### src/rtl/otpmc_pkg.sv
// Constants shared by the one-time programmable memory controller.
// Assumes a 10 MHz controller clock and a 32-bit Avalon-MM control bus.
package otpmc_pkg;

	// Clock and reset timing
	localparam int CLK_FREQ_KHZ       = 10000;
	localparam int RESET_HOLD_US      = 150;
	localparam int RESET_HOLD_CYCLES  = (RESET_HOLD_US * CLK_FREQ_KHZ + 999) / 1000;

	// Control bus geometry, byte addressed
	localparam int CTL_AW             = 6;
	localparam int WORD_LSB           = 2;

	// Register byte offsets
	localparam logic [CTL_AW-1:0] OFF_LOCK   = 6'h00;
	localparam logic [CTL_AW-1:0] OFF_CK     = 6'h04;
	localparam logic [CTL_AW-1:0] OFF_OE     = 6'h08;
	localparam logic [CTL_AW-1:0] OFF_SEL    = 6'h0C;
	localparam logic [CTL_AW-1:0] OFF_WE     = 6'h10;
	localparam logic [CTL_AW-1:0] OFF_MR     = 6'h14;
	localparam logic [CTL_AW-1:0] OFF_MRR    = 6'h18;
	localparam logic [CTL_AW-1:0] OFF_MPP    = 6'h1C;
	localparam logic [CTL_AW-1:0] OFF_VRREN  = 6'h20;
	localparam logic [CTL_AW-1:0] OFF_VPPEN  = 6'h24;
	localparam logic [CTL_AW-1:0] OFF_ADDR   = 6'h28;
	localparam logic [CTL_AW-1:0] OFF_WDATA  = 6'h2C;
	localparam logic [CTL_AW-1:0] OFF_RDATA  = 6'h30;
	localparam logic [CTL_AW-1:0] OFF_TIMING = 6'h34;

	// Read-phase timing register layout
	localparam int TIM_SCALE_LSB      = 0;
	localparam int TIM_SCALE_W        = 3;
	localparam int TIM_SETUP_BIT      = 3;
	localparam int TIM_PULSE_BIT      = 4;
	localparam int TIM_ACCESS_BIT     = 5;
	localparam int TIM_W              = 6;
	localparam logic [TIM_W-1:0] RST_TIMING = 6'h01;

	// Reset values of the supply controls
	localparam logic RST_VRREN        = 1'b1;

	// Phase counter width: largest phase is 3 * 2^7 cycles
	localparam int PHASE_W            = 9;

	localparam logic [3:0] FULL_WORD  = 4'hF;

	typedef enum logic [2:0] {
		ST_IDLE   = 3'b000,
		ST_SETUP  = 3'b001,
		ST_PULSE  = 3'b010,
		ST_ACCESS = 3'b011,
		ST_DONE   = 3'b100
	} otpmc_state_type;

endpackage
### src/rtl/otpmc_controller.sv
// One-time programmable memory controller: control registers and read sequencer.
// Assumes a macro with registered-in controls and a combinational read data bus.
// What this block does
// - Read supply on in reset; reads work afterwards
// - Only aligned 32-bit register accesses needed
// - Array region readable, writes have no effect
// - Ownership set: array reads return 0 at once
// - Ownership request refused while array read runs
// - Each register but lock and timing maps onto one macro signal; ck, oe, sel, we, addr and wdata reach their pins only while lock is set
// - Read is setup, pulse, then access phase
// - Phase is 2^scale cycles, tripled if stretched
// - Timing: scale [2:0] reset 1, stretch bits 3-5
`timescale 1ns/100ps
`default_nettype none
module otpmc_controller
	import otpmc_pkg::*;
#(
	parameter int ADDR_W = 12,
	parameter int DATA_W = 32,
	parameter int MR_W   = 16,
	parameter int MRR_W  = 4,
	parameter int MPP_W  = 4
) (
	// Clock and reset
	input  wire logic              core_clk_in,
	input  wire logic              rst_in,
	// Control register bus
	input  wire logic [CTL_AW-1:0] ctl_address_in,
	input  wire logic              ctl_read_in,
	input  wire logic              ctl_write_in,
	input  wire logic [31:0]       ctl_writedata_in,
	input  wire logic [3:0]        ctl_byteenable_in,
	output logic [31:0]            ctl_readdata_out,
	output logic                   ctl_waitrequest_out,
	// Array read region
	input  wire logic [ADDR_W+1:0] arr_address_in,
	input  wire logic              arr_read_in,
	input  wire logic              arr_write_in,
	output logic [DATA_W-1:0]      arr_readdata_out,
	output logic                   arr_waitrequest_out,
	// Memory macro
	output logic                   macro_clock_out,
	output logic                   macro_output_enable_out,
	output logic                   macro_select_out,
	output logic                   macro_write_enable_out,
	output logic [MR_W-1:0]        macro_mode_out,
	output logic [ADDR_W-1:0]      macro_address_out,
	output logic [DATA_W-1:0]      macro_write_data_out,
	input  wire logic [DATA_W-1:0] macro_read_data_in,
	// Supply controls
	output logic [MRR_W-1:0]       read_regulator_out,
	output logic [MPP_W-1:0]       charge_pump_out,
	output logic                   read_voltage_enable_out,
	output logic                   write_voltage_enable_out
);
	import otpmc_pkg::*;

	typedef struct packed {
		logic                  ctl_wait;
		logic [31:0]           ctl_rdata;
		logic                  arr_wait;
		logic [DATA_W-1:0]     arr_rdata;
		otpmc_state_type       state;
		logic [ADDR_W-1:0]     seq_addr;
		logic                  lock;
		logic                  ck;
		logic                  oe;
		logic                  sel;
		logic                  we;
		logic [MR_W-1:0]       mr;
		logic [MRR_W-1:0]      mrr;
		logic [MPP_W-1:0]      mpp;
		logic                  vrren;
		logic                  vppen;
		logic [ADDR_W-1:0]     addr;
		logic [DATA_W-1:0]     wdata;
		logic [DATA_W-1:0]     q;
		logic [TIM_W-1:0]      timing;
		logic                  pin_ck;
		logic                  pin_oe;
		logic                  pin_sel;
		logic                  pin_we;
		logic [MR_W-1:0]       pin_mr;
		logic [ADDR_W-1:0]     pin_addr;
		logic [DATA_W-1:0]     pin_wdata;
		logic [MRR_W-1:0]      pin_mrr;
		logic [MPP_W-1:0]      pin_mpp;
		logic                  pin_vrren;
		logic                  pin_vppen;
	} otpmc_ctrl_type;

	otpmc_ctrl_type     ctrl_reg;
	otpmc_ctrl_type     ctrl_next;
	logic               tmr_load;
	logic [PHASE_W-1:0] tmr_len;
	logic               tmr_expired;

	// Word decode on the byte address; low two bits are ignored
	function automatic logic hits(input logic [CTL_AW-1:0] a, input logic [CTL_AW-1:0] off);
		hits = (a[CTL_AW-1:WORD_LSB] == off[CTL_AW-1:WORD_LSB]);
	endfunction

	function automatic logic [PHASE_W-1:0] phase_len(input logic [TIM_W-1:0] t,
			input logic stretch);
		logic [PHASE_W-1:0] base;
		base = PHASE_W'(1) << t[TIM_SCALE_LSB +: TIM_SCALE_W];
		phase_len = stretch ? PHASE_W'(base + (base << 1)) : base;
	endfunction

	otpmc_phase_timer u_timer (
		.core_clk_in (core_clk_in),
		.rst_in      (rst_in),
		.load_in     (tmr_load),
		.len_in      (tmr_len),
		.expired_out (tmr_expired)
	);

	always_comb begin
		logic ctl_take;
		logic ctl_wr;
		logic arr_take;
		logic seq_start;
		logic [CTL_AW-1:0] a;
		ctl_take  = 1'b0;
		ctl_wr    = 1'b0;
		arr_take  = 1'b0;
		seq_start = 1'b0;
		a         = ctl_address_in;
		ctrl_next = ctrl_reg;
		tmr_load  = 1'b0;
		tmr_len   = PHASE_W'(1);

		// Macro output is sampled every cycle so software sees live read data
		ctrl_next.q = macro_read_data_in;

		// Array region: one request at a time, answered by a one-cycle low wait
		ctrl_next.arr_wait = 1'b1;
		arr_take = (arr_read_in || arr_write_in) && ctrl_reg.arr_wait &&
			(ctrl_reg.state == ST_IDLE);
		case (ctrl_reg.state)
			ST_IDLE: begin
				if (arr_take) begin
					if (arr_write_in || ctrl_reg.lock) begin
						ctrl_next.arr_wait  = 1'b0;
						ctrl_next.arr_rdata = '0;
					end else begin
						seq_start          = 1'b1;
						ctrl_next.seq_addr = arr_address_in[ADDR_W+1:WORD_LSB];
						ctrl_next.state    = ST_SETUP;
						tmr_load           = 1'b1;
						tmr_len            = phase_len(ctrl_reg.timing,
							ctrl_reg.timing[TIM_SETUP_BIT]);
					end
				end
			end
			ST_SETUP: begin
				if (tmr_expired) begin
					ctrl_next.state = ST_PULSE;
					tmr_load        = 1'b1;
					tmr_len         = phase_len(ctrl_reg.timing,
						ctrl_reg.timing[TIM_PULSE_BIT]);
				end
			end
			ST_PULSE: begin
				if (tmr_expired) begin
					ctrl_next.state = ST_ACCESS;
					tmr_load        = 1'b1;
					tmr_len         = phase_len(ctrl_reg.timing,
						ctrl_reg.timing[TIM_ACCESS_BIT]);
				end
			end
			ST_ACCESS: begin
				if (tmr_expired) begin
					ctrl_next.arr_rdata = macro_read_data_in;
					ctrl_next.arr_wait  = 1'b0;
					ctrl_next.state     = ST_DONE;
				end
			end
			ST_DONE: begin
				ctrl_next.state = ST_IDLE;
			end
			default: begin
				ctrl_next.state = ST_IDLE;
			end
		endcase

		// Control bus: each request is answered one cycle after it is seen
		ctl_take = (ctl_read_in || ctl_write_in) && ctrl_reg.ctl_wait;
		ctrl_next.ctl_wait = !ctl_take;
		// Partial writes are dropped; software only ever needs full words
		ctl_wr = ctl_take && ctl_write_in && (ctl_byteenable_in == FULL_WORD);

		if (ctl_take && ctl_read_in) begin
			ctrl_next.ctl_rdata = '0;
			if (hits(a, OFF_LOCK))   ctrl_next.ctl_rdata = 32'(ctrl_reg.lock);
			if (hits(a, OFF_CK))     ctrl_next.ctl_rdata = 32'(ctrl_reg.ck);
			if (hits(a, OFF_OE))     ctrl_next.ctl_rdata = 32'(ctrl_reg.oe);
			if (hits(a, OFF_SEL))    ctrl_next.ctl_rdata = 32'(ctrl_reg.sel);
			if (hits(a, OFF_WE))     ctrl_next.ctl_rdata = 32'(ctrl_reg.we);
			if (hits(a, OFF_MR))     ctrl_next.ctl_rdata = 32'(ctrl_reg.mr);
			if (hits(a, OFF_MRR))    ctrl_next.ctl_rdata = 32'(ctrl_reg.mrr);
			if (hits(a, OFF_MPP))    ctrl_next.ctl_rdata = 32'(ctrl_reg.mpp);
			if (hits(a, OFF_VRREN))  ctrl_next.ctl_rdata = 32'(ctrl_reg.vrren);
			if (hits(a, OFF_VPPEN))  ctrl_next.ctl_rdata = 32'(ctrl_reg.vppen);
			if (hits(a, OFF_ADDR))   ctrl_next.ctl_rdata = 32'(ctrl_reg.addr);
			if (hits(a, OFF_WDATA))  ctrl_next.ctl_rdata = 32'(ctrl_reg.wdata);
			if (hits(a, OFF_RDATA))  ctrl_next.ctl_rdata = 32'(ctrl_reg.q);
			if (hits(a, OFF_TIMING)) ctrl_next.ctl_rdata = 32'(ctrl_reg.timing);
		end

		if (ctl_wr) begin
			if (hits(a, OFF_LOCK)) begin
				// A read in flight or starting now keeps the macro; refuse the grab
				if (ctl_writedata_in[0] && (seq_start || ctrl_reg.state != ST_IDLE)) begin
					ctrl_next.lock = 1'b0;
				end else begin
					ctrl_next.lock = ctl_writedata_in[0];
				end
			end
			if (hits(a, OFF_CK))     ctrl_next.ck     = ctl_writedata_in[0];
			if (hits(a, OFF_OE))     ctrl_next.oe     = ctl_writedata_in[0];
			if (hits(a, OFF_SEL))    ctrl_next.sel    = ctl_writedata_in[0];
			if (hits(a, OFF_WE))     ctrl_next.we     = ctl_writedata_in[0];
			if (hits(a, OFF_MR))     ctrl_next.mr     = ctl_writedata_in[MR_W-1:0];
			if (hits(a, OFF_MRR))    ctrl_next.mrr    = ctl_writedata_in[MRR_W-1:0];
			if (hits(a, OFF_MPP))    ctrl_next.mpp    = ctl_writedata_in[MPP_W-1:0];
			if (hits(a, OFF_VRREN))  ctrl_next.vrren  = ctl_writedata_in[0];
			if (hits(a, OFF_VPPEN))  ctrl_next.vppen  = ctl_writedata_in[0];
			if (hits(a, OFF_ADDR))   ctrl_next.addr   = ctl_writedata_in[ADDR_W-1:0];
			if (hits(a, OFF_WDATA))  ctrl_next.wdata  = ctl_writedata_in[DATA_W-1:0];
			if (hits(a, OFF_TIMING)) ctrl_next.timing = ctl_writedata_in[TIM_W-1:0];
		end

		// Supplies always follow their registers
		ctrl_next.pin_mrr   = ctrl_next.mrr;
		ctrl_next.pin_mpp   = ctrl_next.mpp;
		ctrl_next.pin_vrren = ctrl_next.vrren;
		ctrl_next.pin_vppen = ctrl_next.vppen;
		ctrl_next.pin_mr    = ctrl_next.mr;
		if (ctrl_next.lock) begin
			// Software owns the macro pins and alone answers for their timing
			ctrl_next.pin_ck    = ctrl_next.ck;
			ctrl_next.pin_oe    = ctrl_next.oe;
			ctrl_next.pin_sel   = ctrl_next.sel;
			ctrl_next.pin_we    = ctrl_next.we;
			ctrl_next.pin_addr  = ctrl_next.addr;
			ctrl_next.pin_wdata = ctrl_next.wdata;
		end else begin
			ctrl_next.pin_sel   = (ctrl_next.state == ST_SETUP) ||
				(ctrl_next.state == ST_PULSE) || (ctrl_next.state == ST_ACCESS);
			ctrl_next.pin_ck    = (ctrl_next.state == ST_PULSE);
			ctrl_next.pin_oe    = (ctrl_next.state == ST_ACCESS);
			ctrl_next.pin_we    = 1'b0;
			ctrl_next.pin_addr  = ctrl_next.seq_addr;
			ctrl_next.pin_wdata = '0;
		end
	end

	always_ff @(posedge core_clk_in) begin
		if (rst_in) begin
			ctrl_reg           <= '0;
			ctrl_reg.ctl_wait  <= 1'b1;
			ctrl_reg.arr_wait  <= 1'b1;
			ctrl_reg.state     <= ST_IDLE;
			ctrl_reg.timing    <= RST_TIMING;
			ctrl_reg.vrren     <= RST_VRREN;
			ctrl_reg.pin_vrren <= RST_VRREN;
		end else begin
			ctrl_reg <= ctrl_next;
		end
	end

	assign ctl_readdata_out         = ctrl_reg.ctl_rdata;
	assign ctl_waitrequest_out      = ctrl_reg.ctl_wait;
	assign arr_readdata_out         = ctrl_reg.arr_rdata;
	assign arr_waitrequest_out      = ctrl_reg.arr_wait;
	assign macro_clock_out          = ctrl_reg.pin_ck;
	assign macro_output_enable_out  = ctrl_reg.pin_oe;
	assign macro_select_out         = ctrl_reg.pin_sel;
	assign macro_write_enable_out   = ctrl_reg.pin_we;
	assign macro_mode_out           = ctrl_reg.pin_mr;
	assign macro_address_out        = ctrl_reg.pin_addr;
	assign macro_write_data_out     = ctrl_reg.pin_wdata;
	assign read_regulator_out       = ctrl_reg.pin_mrr;
	assign charge_pump_out          = ctrl_reg.pin_mpp;
	assign read_voltage_enable_out  = ctrl_reg.pin_vrren;
	assign write_voltage_enable_out = ctrl_reg.pin_vppen;

endmodule
`default_nettype wire

### src/rtl/otpmc_phase_timer.sv
// Down-counter that times one phase of a sequencer read.
// Assumes load_in is a one-cycle pulse and len_in is at least one.
`timescale 1ns/100ps
`default_nettype none
module otpmc_phase_timer
	import otpmc_pkg::*;
(
	// Clock and reset
	input  wire logic               core_clk_in,
	input  wire logic               rst_in,
	// Control
	input  wire logic               load_in,
	input  wire logic [PHASE_W-1:0] len_in,
	// Status
	output logic                    expired_out
);
	import otpmc_pkg::*;

	typedef struct packed {
		logic [PHASE_W-1:0] count;
		logic               expired;
	} otpmc_timer_type;

	otpmc_timer_type timer_reg;
	otpmc_timer_type timer_next;

	// Expiry is flagged one cycle early so the phase lasts exactly len_in cycles
	always_comb begin
		timer_next = timer_reg;
		if (load_in) begin
			timer_next.count   = len_in;
			timer_next.expired = (len_in == PHASE_W'(1));
		end else begin
			timer_next.expired = (timer_reg.count == PHASE_W'(2));
			if (timer_reg.count != '0) begin
				timer_next.count = timer_reg.count - PHASE_W'(1);
			end
		end
	end

	always_ff @(posedge core_clk_in) begin
		if (rst_in) begin
			timer_reg <= '0;
		end else begin
			timer_reg <= timer_next;
		end
	end

	assign expired_out = timer_reg.expired;

endmodule
`default_nettype wire

### config.mk
export PLATFORM = sky130hd
export DESIGN_NAME = otpmc_controller
export DESIGN_NICKNAME = d
export VERILOG_FILES = /design/src/rtl/otpmc_pkg.sv /design/src/rtl/otpmc_controller.sv /design/src/rtl/otpmc_phase_timer.sv
export SDC_FILE = /design/constraint.sdc
export NUM_CORES = 1
export LEC_CHECK = 0
export ABC_AREA = 1
export CELL_PAD_IN_SITES_DETAIL_PLACEMENT = 2
export CELL_PAD_IN_SITES_GLOBAL_PLACEMENT = 2
export CORE_MARGIN = 3
export CORE_UTILIZATION = 35
export DETAILED_ROUTE_END_ITERATION = 10
export DONT_BUFFER_PORTS = 1
export PLACE_DENSITY = 0.77
export SETUP_SLACK_MARGIN = 0.02
export SLEW_MARGIN = 0
export SYNTH_ARGS = -nofsm -noshare
export SYNTH_HDL_FRONTEND = slang
export SYNTH_SLANG_ARGS = --single-unit
### constraint.sdc
create_clock -name core_clk_in -period 5.01 [get_ports core_clk_in]
set_input_delay 1.002 -clock core_clk_in [delete_from_list [all_inputs] [get_ports core_clk_in]]
set_output_delay 1.002 -clock core_clk_in [all_outputs]
set_load 0.02 [all_outputs]
==> summary.md, run 1 <==
| Metric | Value |
|---|---|
| Max reg flops | roughly 100 |
| Design area | about 11000 sq um |
| Yosys cell types | 43 |
| Avg WL per Cell | around 21 um |
| CP required | about 5.4 ns |
| CTS max path bufs | 3 |
| Setup clock skew after layout | around 0.013 ns |
| Fin util | 36.67% |
| HP Class | reg -> reg |
| Final hold slack | 0.4896 ns |
| Final min period | roughly 2.8 ns |
| Seq/Total Area, Yosys | 47.59% |
| Largest net degree at the start of global routing | between 150 and 200 |
| Hold endpoint | ctl_readdata_out[5]$_SDFFE_PP0P_ |
| DR vias | about 8000 |
| Simple-Gate Fraction of Synth Area | a little under a fifth |
| Tcrit/Tclk final | between 50% and 60% |
| Crit Path Category | in -> reg |
| First-pass GRT wire length | between 50000 and 60000 um |
| WP data arrival | between 3 and 4 ns |
| Maximum clock rate | 357.6 MHz |
| R2r startpoint | ctl_waitrequest_out$_SDFF_PP1_ |
| Num CTS Buffers | 29 |
| Core Box Area | between 20000 and 30000 sq um |
| Largest area contributor in the netlist | dfxtp_1 |
| P_int | about 3.5 mW |
| Gate power share | 9.0% |
| Commonest non-fill, non-tap cell in the layout | dfxtp_1 |
| Avg Inst Size Synth | 7.976 sq um |
| Die Area | around 32000 sq um |
| # DRC | 0 |
| Synth Area in XOR/XNOR | less than 1% |
| RR Endpoint | macro_select_out$_SDFF_PP0_ |
| Post-DRT Antenna Nets | 0 |
| CTS root buf | clkbuf_16 |
| Worst reg2reg setup slack | between 2 and 2.5 ns |
| Most frequent cells in the layout | 252 x dfxtp_1, 177 x nor2_1, 173 x nand2_1 |
| CTS sink count | 252 |
| Min-Delay Path Depth | 2 |
| RSZ-0062 raised after global routing | false |
| Switching share of power | approximately 26% |
| Worst slew margin | 20.89% |
| Compound-Gate Fraction of Synth Area | approximately 15% |
| Flop pwr share | between 40 and 50% |
| Overflow after GRT | 0 |
| Vias in the first global route | 9041 |
| Dpl cell area | a little under 10000 sq um |
| Outcome | completed |
| Share of cells above drive strength 1 | 7.956% |
| Synth Area in Adders | 0.4721% |
| Synthesized instance count | 1329 |
| Final Max Tran Viols | 0 |
| Initial antenna violation count | 1 |
| Cell Rows | between 60 and 70 |
| Post-CTS Setup Bufs | 0 |
| Drt total wl | between 30000 and 40000 um |
| Finish-stage setup viols | 0 |
| Synth Warn # | 0 |
| Slowest CP cell | buf_4 |
| Mapped Area | approximately 11000 sq um |
| Drt first-iter violations | between 300 and 400 |
| CP startpoint kind | input port |
| Area share of the largest cell type after synthesis | 47.59% |
| Number of flops mapped to enable cells by yosys | 0 |
| H-tree depth | 1 |
| Filler cells | around 3400 |
| Pre-Repair DR Iteration Count | 4 |
| Top FF cell, synth | dfxtp_1 |
| Largest family of logic cells by synthesized area | simple AND/OR/NAND/NOR gates |
| Worst path top cell family by delay | simple AND/OR/NAND/NOR gates |
| Sum of negative setup slack | 0 ns |
| Seq cells post-synth | 252 |
| CTS clk-pin slew, worst paths | 0.06 ns |
| Initial Util | between 30 and 40% |
| CTS Hold Buffers Added | 0 |
| Area Growth Syn to Fin | 2.797% |
| Syn Nets | around 1400 |
| Nets | ~1300 |
| IO buf count | 0 |
| PostCTS Resize Cnt | 0 |
| Final HPWL from detailed placement | 22850 um |
| VDD IR max | around 0.00026 V |
| Post-synthesis mux area share | 0.5666% |
| Critical Path Start | ctl_address_in[3] |
| Synth area leaders | dfxtp_1 48%, buf_4 9.4%, nor2_1 6.3% |
| Clock share of power | between 40% and 50% |
| Ys async rst share | 0% |
| Die Width | ~180 um |
| I/O pin cnt | approximately 230 |
| DR vias/cell | approximately 5.2 |
| PD cells | between 400 and 500 nW/um^2 |
| Sw power | ~1.2 mW |
| TritonCTS clock tree | yes |
| Tot GR Track Use | about a fifth |
| CP endpoint kind | flop |
| Depth of the most critical reg-to-reg path | 10 |
| Power, Total | about 4.8 mW |
| Leak Pwr | between 4 and 5 nW |
| Final hold violation count | 0 |
| Actual slew at the worst max-slew pin | approximately 1.2 ns |
| Max-cap violation count | 0 |
| Vert. Die Dim | 180.0 um |
| Worst path cell trace | nand2_1 > inv_2 > nand2_1 > buf_4 > inv_2 > nand2_2 > buf_4 > nor2_1 > nor4_1 |
| Buf/Inv on CP | 4 |
| Max incr delay on CP | approximately 0.48 ns |
| RePlAce Congestion | 0.8076 |
| Crit path max fanout | 35 |
| Clk_lat worst skew | 0.55 ns |
| Min-delay src | ctrl_reg[85]$_SDFF_PP0_ |
-- tightest hold or removal path, stage by stage (launching register included) --
cell and delay, ns:
dfxtp_1 0.30, nand2_1 0.07, a311oi_1 0.08
-- cells in the mapped netlist (all sizes together) (2+ instances only) --
master,n
o221ai,9
buf,157
a32o,32
o21ai,78
nor4,27
xnor2,4
nand2,179
a211oi,7
nand3,17
dfxtp,252
clkbuf,36
a221oi,5
xor2,4
a21oi,80
o2111ai,3
ha,4
or2,2
o211ai,11
nand4,8
nor3,39
o22ai,11
inv,165
mux2i,6
nor2,187
-- worst max path at each step --
stage,cells past startpoint,endpoint
after floorplan,12,macro_address_out[10]$_SDFF_PP0_
after global placement,9,macro_select_out$_SDFF_PP0_
after detailed placement,9,macro_select_out$_SDFF_PP0_
after CTS,9,macro_write_data_out[12]$_SDFF_PP0_
after global routing,9,macro_select_out$_SDFF_PP0_
final,9,macro_write_data_out[12]$_SDFF_PP0_
-- area by class of cell --
class | instances | area, sq um | area share (%)
antenna | 1 | 2.502 | 0.02296
multi-input combinational | 718 | 3705 | 34.00
inverter | 166 | 625.6 | 5.741
tap | 390 | 488.0 | 4.478
clock inverter | 16 | 197.7 | 1.814
timing repair buffer | 5 | 37.54 | 0.3445
sequential | 252 | 5045 | 46.30
clock buffer | 37 | 795.8 | 7.303
-- power groups by stage --
stage	registers, mW	clock network (mW)	logic [mW]
3_5_place_dp	2.19	0	0.429
5_1_grt	2.15	2.35	0.486
2_1_floorplan	2.15	0	0.369
6_report	2.14	2.21	0.428
4_1_cts	2.15	2.26	0.436
3_3_place_gp	2.19	0	0.410
-- logic make-up after synthesis --
| family | count (synthesis) |
|---|---|
| simple gates | 459 |
| buf+inv | 359 |
| flops | 252 |
| compound gates | 241 |
| xor+xnor | 8 |
| mux | 6 |
| fa+ha+maj | 4 |
-- through the flow --
stage | instances | worst slack, ns
after floorplan | 1329 | 2.705
after global placement | 1531 | 1.659
after detailed placement | 1531 | 1.639
after CTS | 1584 | 2.205
after global routing | 1585 | 2.021
final | 1585 | 2.214
-- per-layer routing --
layer  vias to the layer above  share of wire, %  GRT usage (%)
li1                       3871                 -              -
met1                      4089                42          24.33
met2                       200                49          35.01
met3                        42               7.4          6.177
met4                         0               2.1          4.053
met5                         -                 0              0
No activity file was read; power rests on OpenSTA's default activity.
==> inputs of run 2 (changes only) <==
ABC_AREA = 0   (was 1)
PLACE_DENSITY = 0.72   (was 0.77)
clock period = 2.64 ns   (was 5.01 ns; I/O delays follow)
==> run 2 against run 1 <==
  * Global-route usage decreased by 1.3 points
  * Hold slack got worse by 0.42 ns
  * Clock power rose by 97%
  * Critical path type is now reg -> reg
  * Register-to-register slack worse by 1.8 ns
  * Cell count shrank 17%
  * Worst setup slack worse by 1.7 ns
  * Sequential cell count is the same
  * Count of clock-buffer cells in the layout shrank 2
  * Largest cell class unchanged
==> summary.md, run 2 <==
| Metric | Value |
|---|---|
| CTS clk-pin slew, worst paths | 0.06 ns (about the same) |
| Final Max Tran Viols | 0 (unchanged) |
| Cell Rows | 62 (-1.6%) |
| HP Class | in -> reg |
| WP data arrival | 2.52 ns (-0.71 ns) |
| Filler cells | 3081 (-8.3%) |
| Initial antenna violation count | 1 (unchanged) |
| Register area | 5045 sq um (unchanged) |
| Crit path max fanout | 6 (-83%) |
| DR vias | 6921 (-16%) |
| Seq/Total Area, Yosys | 48.61% (+1.0 points) |
| Ys async rst share | 0% (unchanged) |
| CTS Hold Buffers Added | 0 (unchanged) |
| Final worst-path setup slack | 0.5286 ns (-1.685 ns) |
| Design area | 10830 sq um (-0.63%) |
| Tot GR Track Use | 18.70% (-1.3 points) |
| Synth area leaders | dfxtp_1 49%, buf_4 9.8%, mux2i_1 8.1% |
| Fin util | 37.42% (+0.75 points) |
| Non-Filler Instances | 1308 (-17%) |
| Number of flops mapped to enable cells by yosys | 0 (unchanged) |
| Sum of negative setup slack | 0 ns (unchanged) |
| PostCTS Resize Cnt | 0 (unchanged) |
| I/O pin cnt | 234 (unchanged) |
| Setup clock skew after layout | 0.01691 ns (+0.003872 ns) |
| Initial Util | 35.87% (+0.20 points) |
| Drt first-iter violations | 301 (-7.4%) |
| Syn Nets | 1156 (-19%) |
| Pre-Repair DR Iteration Count | 4 (unchanged) |
| Yosys cell types | 64 (+49%) |
| Hold endpoint | macro_mode_out[11]$_SDFFE_PP0P_ |
| Core Box Area | 28940 sq um (-2.6%) |
| Vert. Die Dim | 178.2 um (-1.0%) |
| # DRC | 0 (unchanged) |
| Commonest non-fill, non-tap cell in the layout | dfxtp_1 |
| Avg Inst Size Synth | 9.810 sq um (+23%) |
| Finish-stage setup viols | 0 (unchanged) |
| CP endpoint kind | flop |
| Dpl cell area | 9781 sq um (-1.2%) |
| Worst slew margin | 56.77% (+36 points) |
| Leak Pwr | 3.915 nW (-7.9%) |
| Seq cells post-synth | 252 (unchanged) |
| Final min period | 2.111 ns |
| Drt total wl | 30450 um (-9.8%) |
| Largest net degree at the start of global routing | 193 (+20%) |
| Largest area contributor in the netlist | dfxtp_1 |
| Area share of the largest cell type after synthesis | 48.61% (+1.0 points) |
| Vias in the first global route | 7504 (-17%) |
| Die Width | 178.2 um (-1.0%) |
| Overflow after GRT | 0 (unchanged) |
| Max-cap violation count | 0 (unchanged) |
| Synth Warn # | 0 (unchanged) |
| Avg WL per Cell | 23.28 um (+9.3%) |
| CP required | 3.05 ns (-2.39 ns) |
| Most common cell in the netlist | dfxtp_1 |
| Commonest cells in the netlist | 252 x dfxtp_1, 136 x buf_4, 135 x nor2_1 |
| Setup WS pre-CTS | 0.3044 ns (-1.334 ns) |
| RR Endpoint | u_timer.timer_reg[6]$_SDFFE_PP0P_ |
| CP startpoint kind | flop |
| CTS sink count | 252 (unchanged) |
| Max reg flops | 102 (unchanged) |
| CTS max path bufs | 3 (unchanged) |
| Post-CTS Setup Bufs | 0 (unchanged) |
| Min-Delay Path Depth | 1 (-1) |
| Most frequent cells in the layout | 252 x dfxtp_1, 133 x nor2_1, 84 x mux2i_1 |
| DR vias/cell | 5.291 (+2.3%) |
| Power, Total | 9.152 mW (+91%) |
| Num CTS Buffers | 28 (-3.4%) |
| H-tree depth | 1 (unchanged) |
| TritonCTS clock tree | yes |
| Multi-input gate area | 4039 sq um (+9.0%) |
| Clk_lat worst skew | 0.55 ns (about the same) |
| Depth of the most critical reg-to-reg path | 4 (-6) |
| Tcrit/Tclk final | about 80% |
| Synthesized instance count | 1058 (-20%) |
| Area Growth Syn to Fin | 4.328% |
| Worst reg2reg setup slack | 0.53 ns (-1.79 ns) |
| Maximum clock rate | 473.6 MHz |
| Final HPWL from detailed placement | 20570 um (-10%) |
| Nets | 999 (-21%) |
| CTS root buf | clkbuf_16 |
| R2r startpoint | u_timer.timer_reg[3]$_SDFFE_PP0P_ |
| First-pass GRT wire length | 46310 um (-11%) |
| Die Area | 31760 sq um (-2.0%) |
| Top FF cell, synth | dfxtp_1 |
| Share of cells above drive strength 1 | 10.94% (+3.0 points) |
| Post-Place Cells | 1255 (-18%) |
| Crit Path Category | reg -> reg |
| Min-delay src | rst_in |
| PD cells | 845.2 nW/um^2 (+93%) |
| Actual slew at the worst max-slew pin | 0.6461 ns (-0.5377 ns) |
| Final hold violation count | 0 (unchanged) |
| RePlAce Congestion | 0.7970 (-1.3%) |
| RSZ-0062 raised after global routing | false |
| Mapped Area | 10380 sq um (-2.1%) |
| Final hold slack | 0.06728 ns (-0.4223 ns) |
| IO buf count | 0 (unchanged) |
| Post-DRT Antenna Nets | 0 (unchanged) |
| VDD IR max | 0.0004221 V (+63%) |
| Outcome | completed |
run 2: critical path, stage by stage, from the launching register on:
cell	delay [ns]
dfxtp_1	0.36
nor4_1	0.53
nand4b_1	0.38
o21ai_0	0.55
o32ai_1	0.18
run 2: report_power, final:
| group | total, mW | internal (mW) | leakage [nW] | switching, mW |
|---|---|---|---|---|
| Sequential | 4.11 | 3.94 | 2.05 | 0.177 |
| Clock | 4.35 | 2.71 | 0.508 | 1.64 |
| Combinational | 0.691 | 0.276 | 1.36 | 0.414 |
run 2: worst max path at each step:
stage | from | slack, ns | endpoint | depth (start not counted)
after floorplan | ctl_address_in[5] | 0.51 | macro_address_out[10]$_SDFF_PP0_ | 7
after global placement | ctl_address_in[2] | 0.39 | macro_address_out[11]$_SDFF_PP0_ | 6
after detailed placement | ctl_address_in[2] | 0.30 | macro_address_out[6]$_SDFF_PP0_ | 6
after CTS | arr_waitrequest_out$_SDFF_PP1_ | 0.54 | macro_address_out[6]$_SDFF_PP0_ | 6
after global routing | u_timer.timer_reg[3]$_SDFFE_PP0P_ | 0.39 | u_timer.timer_reg[6]$_SDFFE_PP0P_ | 4
final | u_timer.timer_reg[3]$_SDFFE_PP0P_ | 0.53 | u_timer.timer_reg[6]$_SDFFE_PP0P_ | 4
run 2: per-layer routing:
| layer | vias to the layer above | track usage (%) | wire length [um] |
|---|---|---|---|
| met4 | 0 | 3.539 | 492 |
| met3 | 35 | 5.151 | 2072 |
| met5 | - | 0 | 0 |
| met1 | 3464 | 23.81 | 12990 |
| met2 | 172 | 31.94 | 14900 |
| li1 | 3250 | - | - |
run 2: cell families (layout without fill, tap and decap cells):
family / count (synthesis) / after routing / synth area share [%]
and+or+nand+nor: 318 / 318 / 15.12
DFF: 252 / 252 / 48.61
buffers and inverters: 211 / 76 / 12.86
AOI/OAI and AO/OA: 162 / 162 / 12.01
muxes: 101 / 101 / 10.08
xor gates and xnor gates: 10 / 10 / 0.8439
adders and majority gates: 4 / 4 / 0.4822
other: 0 / 1 / 0
run 2: final cells by class:
class | instances | area share [%]
Antenna cell | 1 | 0.02311
Clock buffer | 35 | 7.280
Clock inverter | 17 | 2.369
Inverter | 7 | 0.2427
Multi-Input combinational cell | 595 | 37.30
Sequential cell | 252 | 46.59
Tap cell | 384 | 4.437
Timing Repair Buffer | 17 | 1.756
==> inputs of run 3 (changes only) <==
ABC_AREA = 1   (was 0)
CORE_UTILIZATION = 33   (was 35)
PLACE_DENSITY = 0.76   (was 0.72)
clock period = 1.8 ns   (was 2.64 ns; I/O delays follow)
==> run 3 against run 2 <==
  * The flow now finishes with violations (hold timing, setup timing)
  * Global-route usage increased by 2.3 points
  * Clock power increased by 31%
  * Sequential share of layout area decreased by 4.8 points
  * Largest power group is now sequential cells
==> summary.md, run 3 (synthesized netlist as in run 1, its figures left out) <==
| Metric | Value |
|---|---|
| Failing checks | hold timing, setup timing |
| Clock share of power | 42.8% (-4.7 points) |
| Gate power share | 12.0% (+4.5 points) |
| Multi-input gate area | 3925 sq um (-2.8%) |
| Min-delay src | rst_in |
| Critical Path Stages | 10 (+6) |
| Final min period | 1.845 ns (-0.2664 ns) |
| Sw power | 3.564 mW (+60%) |
| Outcome | complete, but fails checks |
| CP endpoint kind | flop |
| Die Width | 185.2 um (+3.9%) |
| Power, Total | 13.25 mW (+45%) |
| IO buf count | 0 (unchanged) |
| Leak Pwr | 4.835 nW (+23%) |
| Tot GR Track Use | 21.00% (+2.3 points) |
| Worst path cell trace | nor2_4 > nand2_4 > nor2_4 > inv_4 > nor2_8 > buf_4 > o21ai_0 > nor2_1 > nor2_4 > a21oi_2 |
| CP required | 2.29 ns (-0.76 ns) |
| Final HPWL from detailed placement | 24650 um (+20%) |
| CTS root buf | clkbuf_16 |
| Max reg flops | 102 (unchanged) |
| H-tree depth | 1 (unchanged) |
| Initial antenna violation count | 0 (-1) |
| Core Box Area | 31150 sq um (+7.7%) |
| Final Max Tran Viols | 0 (unchanged) |
| Worst slew margin | 53.58% (-3.2 points) |
| Final hold slack | -0.09030 ns (-0.1576 ns) |
| Actual slew at the worst max-slew pin | 0.6937 ns (+0.04758 ns) |
| Final worst-path setup slack | -0.04500 ns (-0.5736 ns) |
| Cell Rows | 64 (+3.2%) |
| P_int | 9.683 mW (+40%) |
| Post-DRT Antenna Nets | 0 (unchanged) |
| Overflow after GRT | 0 (unchanged) |
| CP startpoint kind | flop |
| Avg WL per Cell | 22.25 um (-4.4%) |
| First-pass GRT wire length | 56170 um (+21%) |
| Clk_lat worst skew | 0.55 ns (about the same) |
| Crit path max fanout | 12 (+6) |
| Max incr delay on CP | 0.37 ns (-0.18 ns) |
| R2r startpoint | ctrl_reg[200]$_SDFF_PP0_ |
| Filler cells | 3450 (+12%) |
| Die Area | 34310 sq um (+8.0%) |
| Area Growth Syn to Fin | 14.27% |
| Vias in the first global route | 9533 (+27%) |
| Worst reg2reg setup slack | -0.04 ns (-0.57 ns) |
| RSZ-0062 raised after global routing | true |
| DR vias/cell | 5.125 (-3.1%) |
| Flop pwr share | 45.1% (+0.2 points) |
| Max-cap violation count | 0 (unchanged) |
| Vert. Die Dim | 185.2 um (+3.9%) |
| Drt total wl | 37640 um (+24%) |
| PD cells | 1094 nW/um^2 (+29%) |
| Antenna diodes | 0 (-1) |
| TritonCTS clock tree | yes |
| Setup WS pre-CTS | -0.1425 ns (-0.4469 ns) |
| Finish-stage setup viols | 1 (+1) |
| Tcrit/Tclk final | 102.5% (+23 points) |
| Buf/Inv on CP | 2 (+2) |
| Share of cells above drive strength 1 | 14.74% (+3.8 points) |
| Initial Util | 34.03% (-1.8 points) |
| RR Endpoint | macro_address_out[4]$_SDFF_PP0_ |
| Depth of the most critical reg-to-reg path | 10 (+6) |
| Pre-Repair DR Iteration Count | 4 (unchanged) |
| Num CTS Buffers | 29 (+3.6%) |
| Min-Delay Path Depth | 1 (unchanged) |
| Top cell by count, worst path | nor2_4 |
| Commonest non-fill, non-tap cell in the layout | dfxtp_1 |
| Crit Path Category | reg -> reg |
| Hold endpoint | ctrl_reg[133]$_SDFF_PP0_ |
| Switching share of power | 26.90% (+2.6 points) |
| VDD IR max | 0.0006769 V (+60%) |
| Dpl cell area | 10320 sq um (+5.5%) |
| Post-Place Cells | 1577 (+26%) |
| HP Class | in -> reg |
| Design area | 12110 sq um (+12%) |
| Largest net degree at the start of global routing | 161 (-17%) |
| DR vias | 8672 (+25%) |
| I/O pin cnt | 234 (unchanged) |
| CTS sink count | 252 (unchanged) |
| Slowest CP cell | dfxtp_4 |
| RePlAce Congestion | 0.7930 (-0.50%) |
| CTS max path bufs | 3 (unchanged) |
| Final hold violation count | 43 (+43) |
| # DRC | 0 (unchanged) |
| Register area | 5059 sq um (+0.27%) |
| Drt first-iter violations | 383 (+27%) |
| Most frequent cells in the layout | 247 x dfxtp_1, 172 x nand2_1, 159 x nor2_1 |
| Non-Filler Instances | 1692 (+29%) |
| Maximum clock rate | 542.0 MHz (+14%) |
| WP data arrival | 2.33 ns (-0.19 ns) |
| Worst path top cell family by delay | simple AND/OR/NAND/NOR gates |
| CTS clk-pin slew, worst paths | 0.06 ns (about the same) |
| Setup clock skew after layout | 0.01498 ns (-0.001930 ns) |
| Nets | 1374 (+38%) |
[run 3: changes by cell type in the layout (fill, tap and decap cells not counted), sizes merged, moves of 34 or more]
cell         delta
dlygate4sd3    +49
buf            +41
a21oi          +66
a22o           -34
nand2         +153
mux2i          -79
nor2b          -36
o21ai          +65
nor2           +50
inv           +157
[run 3: worst max-delay path by stage]
stage	slack, ns	endpoint	startpoint
2_1_floorplan	0.14	macro_address_out[10]$_SDFF_PP0_	ctl_write_in
3_3_place_gp	-0.07	arr_readdata_out[18]$_SDFFE_PP0P_	arr_write_in
3_5_place_dp	-0.14	arr_readdata_out[12]$_SDFFE_PP0P_	ctrl_reg[199]$_SDFF_PP0_
4_1_cts	0.02	macro_address_out[8]$_SDFF_PP0_	ctrl_reg[200]$_SDFF_PP0_
5_1_grt	-0.14	macro_address_out[4]$_SDFF_PP0_	ctrl_reg[200]$_SDFF_PP0_
6_report	-0.04	macro_address_out[4]$_SDFF_PP0_	ctrl_reg[200]$_SDFF_PP0_
[run 3: timing repair]
action,4_1_cts,5_1_grt
hold buffers,47,2
resized for setup,17,53
pin swaps,5,13
setup endpoints to repair,84,73
setup buffers,3,10
gates cloned,1,1
hold endpoints to repair,174,104
[run 3: layer usage]
metal	wire length, um	global-route usage, %	part of all wire, %
met1	15710	25.65	42
met3	2547	5.518	6.8
met4	745	4.292	2.0
met2	18640	37.30	50
met5	0	0	0
[run 3: worst reg2reg max path, delay by kind of cell, from the launching register on]
kind	cells	cell delay, ns
flops	1	0.37
compound gates	2	0.23
buf+inv	2	0.29
simple gates	6	0.91
[run 3: area by class of cell]
cell class                 count  area share (%)
sequential                   252           41.76
multi-input combinational    719           32.40
timing repair buffer         108           8.976
clock buffer                  38           6.601
inverter                     166           5.278
tap                          396           4.090
clock inverter                13          0.8883
[run 3: power by group through the flow]
stage          Clock (mW)  Combinational, mW  Sequential, mW
4_1_cts              5.82               1.44            5.97
3_3_place_gp            0               1.21            6.08
5_1_grt              6.08               1.76            5.99
6_report             5.68               1.60            5.98
2_1_floorplan           0               1.03            5.99
3_5_place_dp            0               1.28            6.09
[run 3: metrics by stage]
step / TNS [ns] / utilization (%) / hold WS (ns)
floorplan: 0 / - / 0.4442
global placement: -2.234 / 33.13 / 0.4448
detailed placement: -5.417 / 33.13 / 0.4484
CTS: 0 / 37.85 / -0.1354
global route: -1.606 / 38.89 / -0.1280
finish: -0.04500 / 38.89 / -0.09030
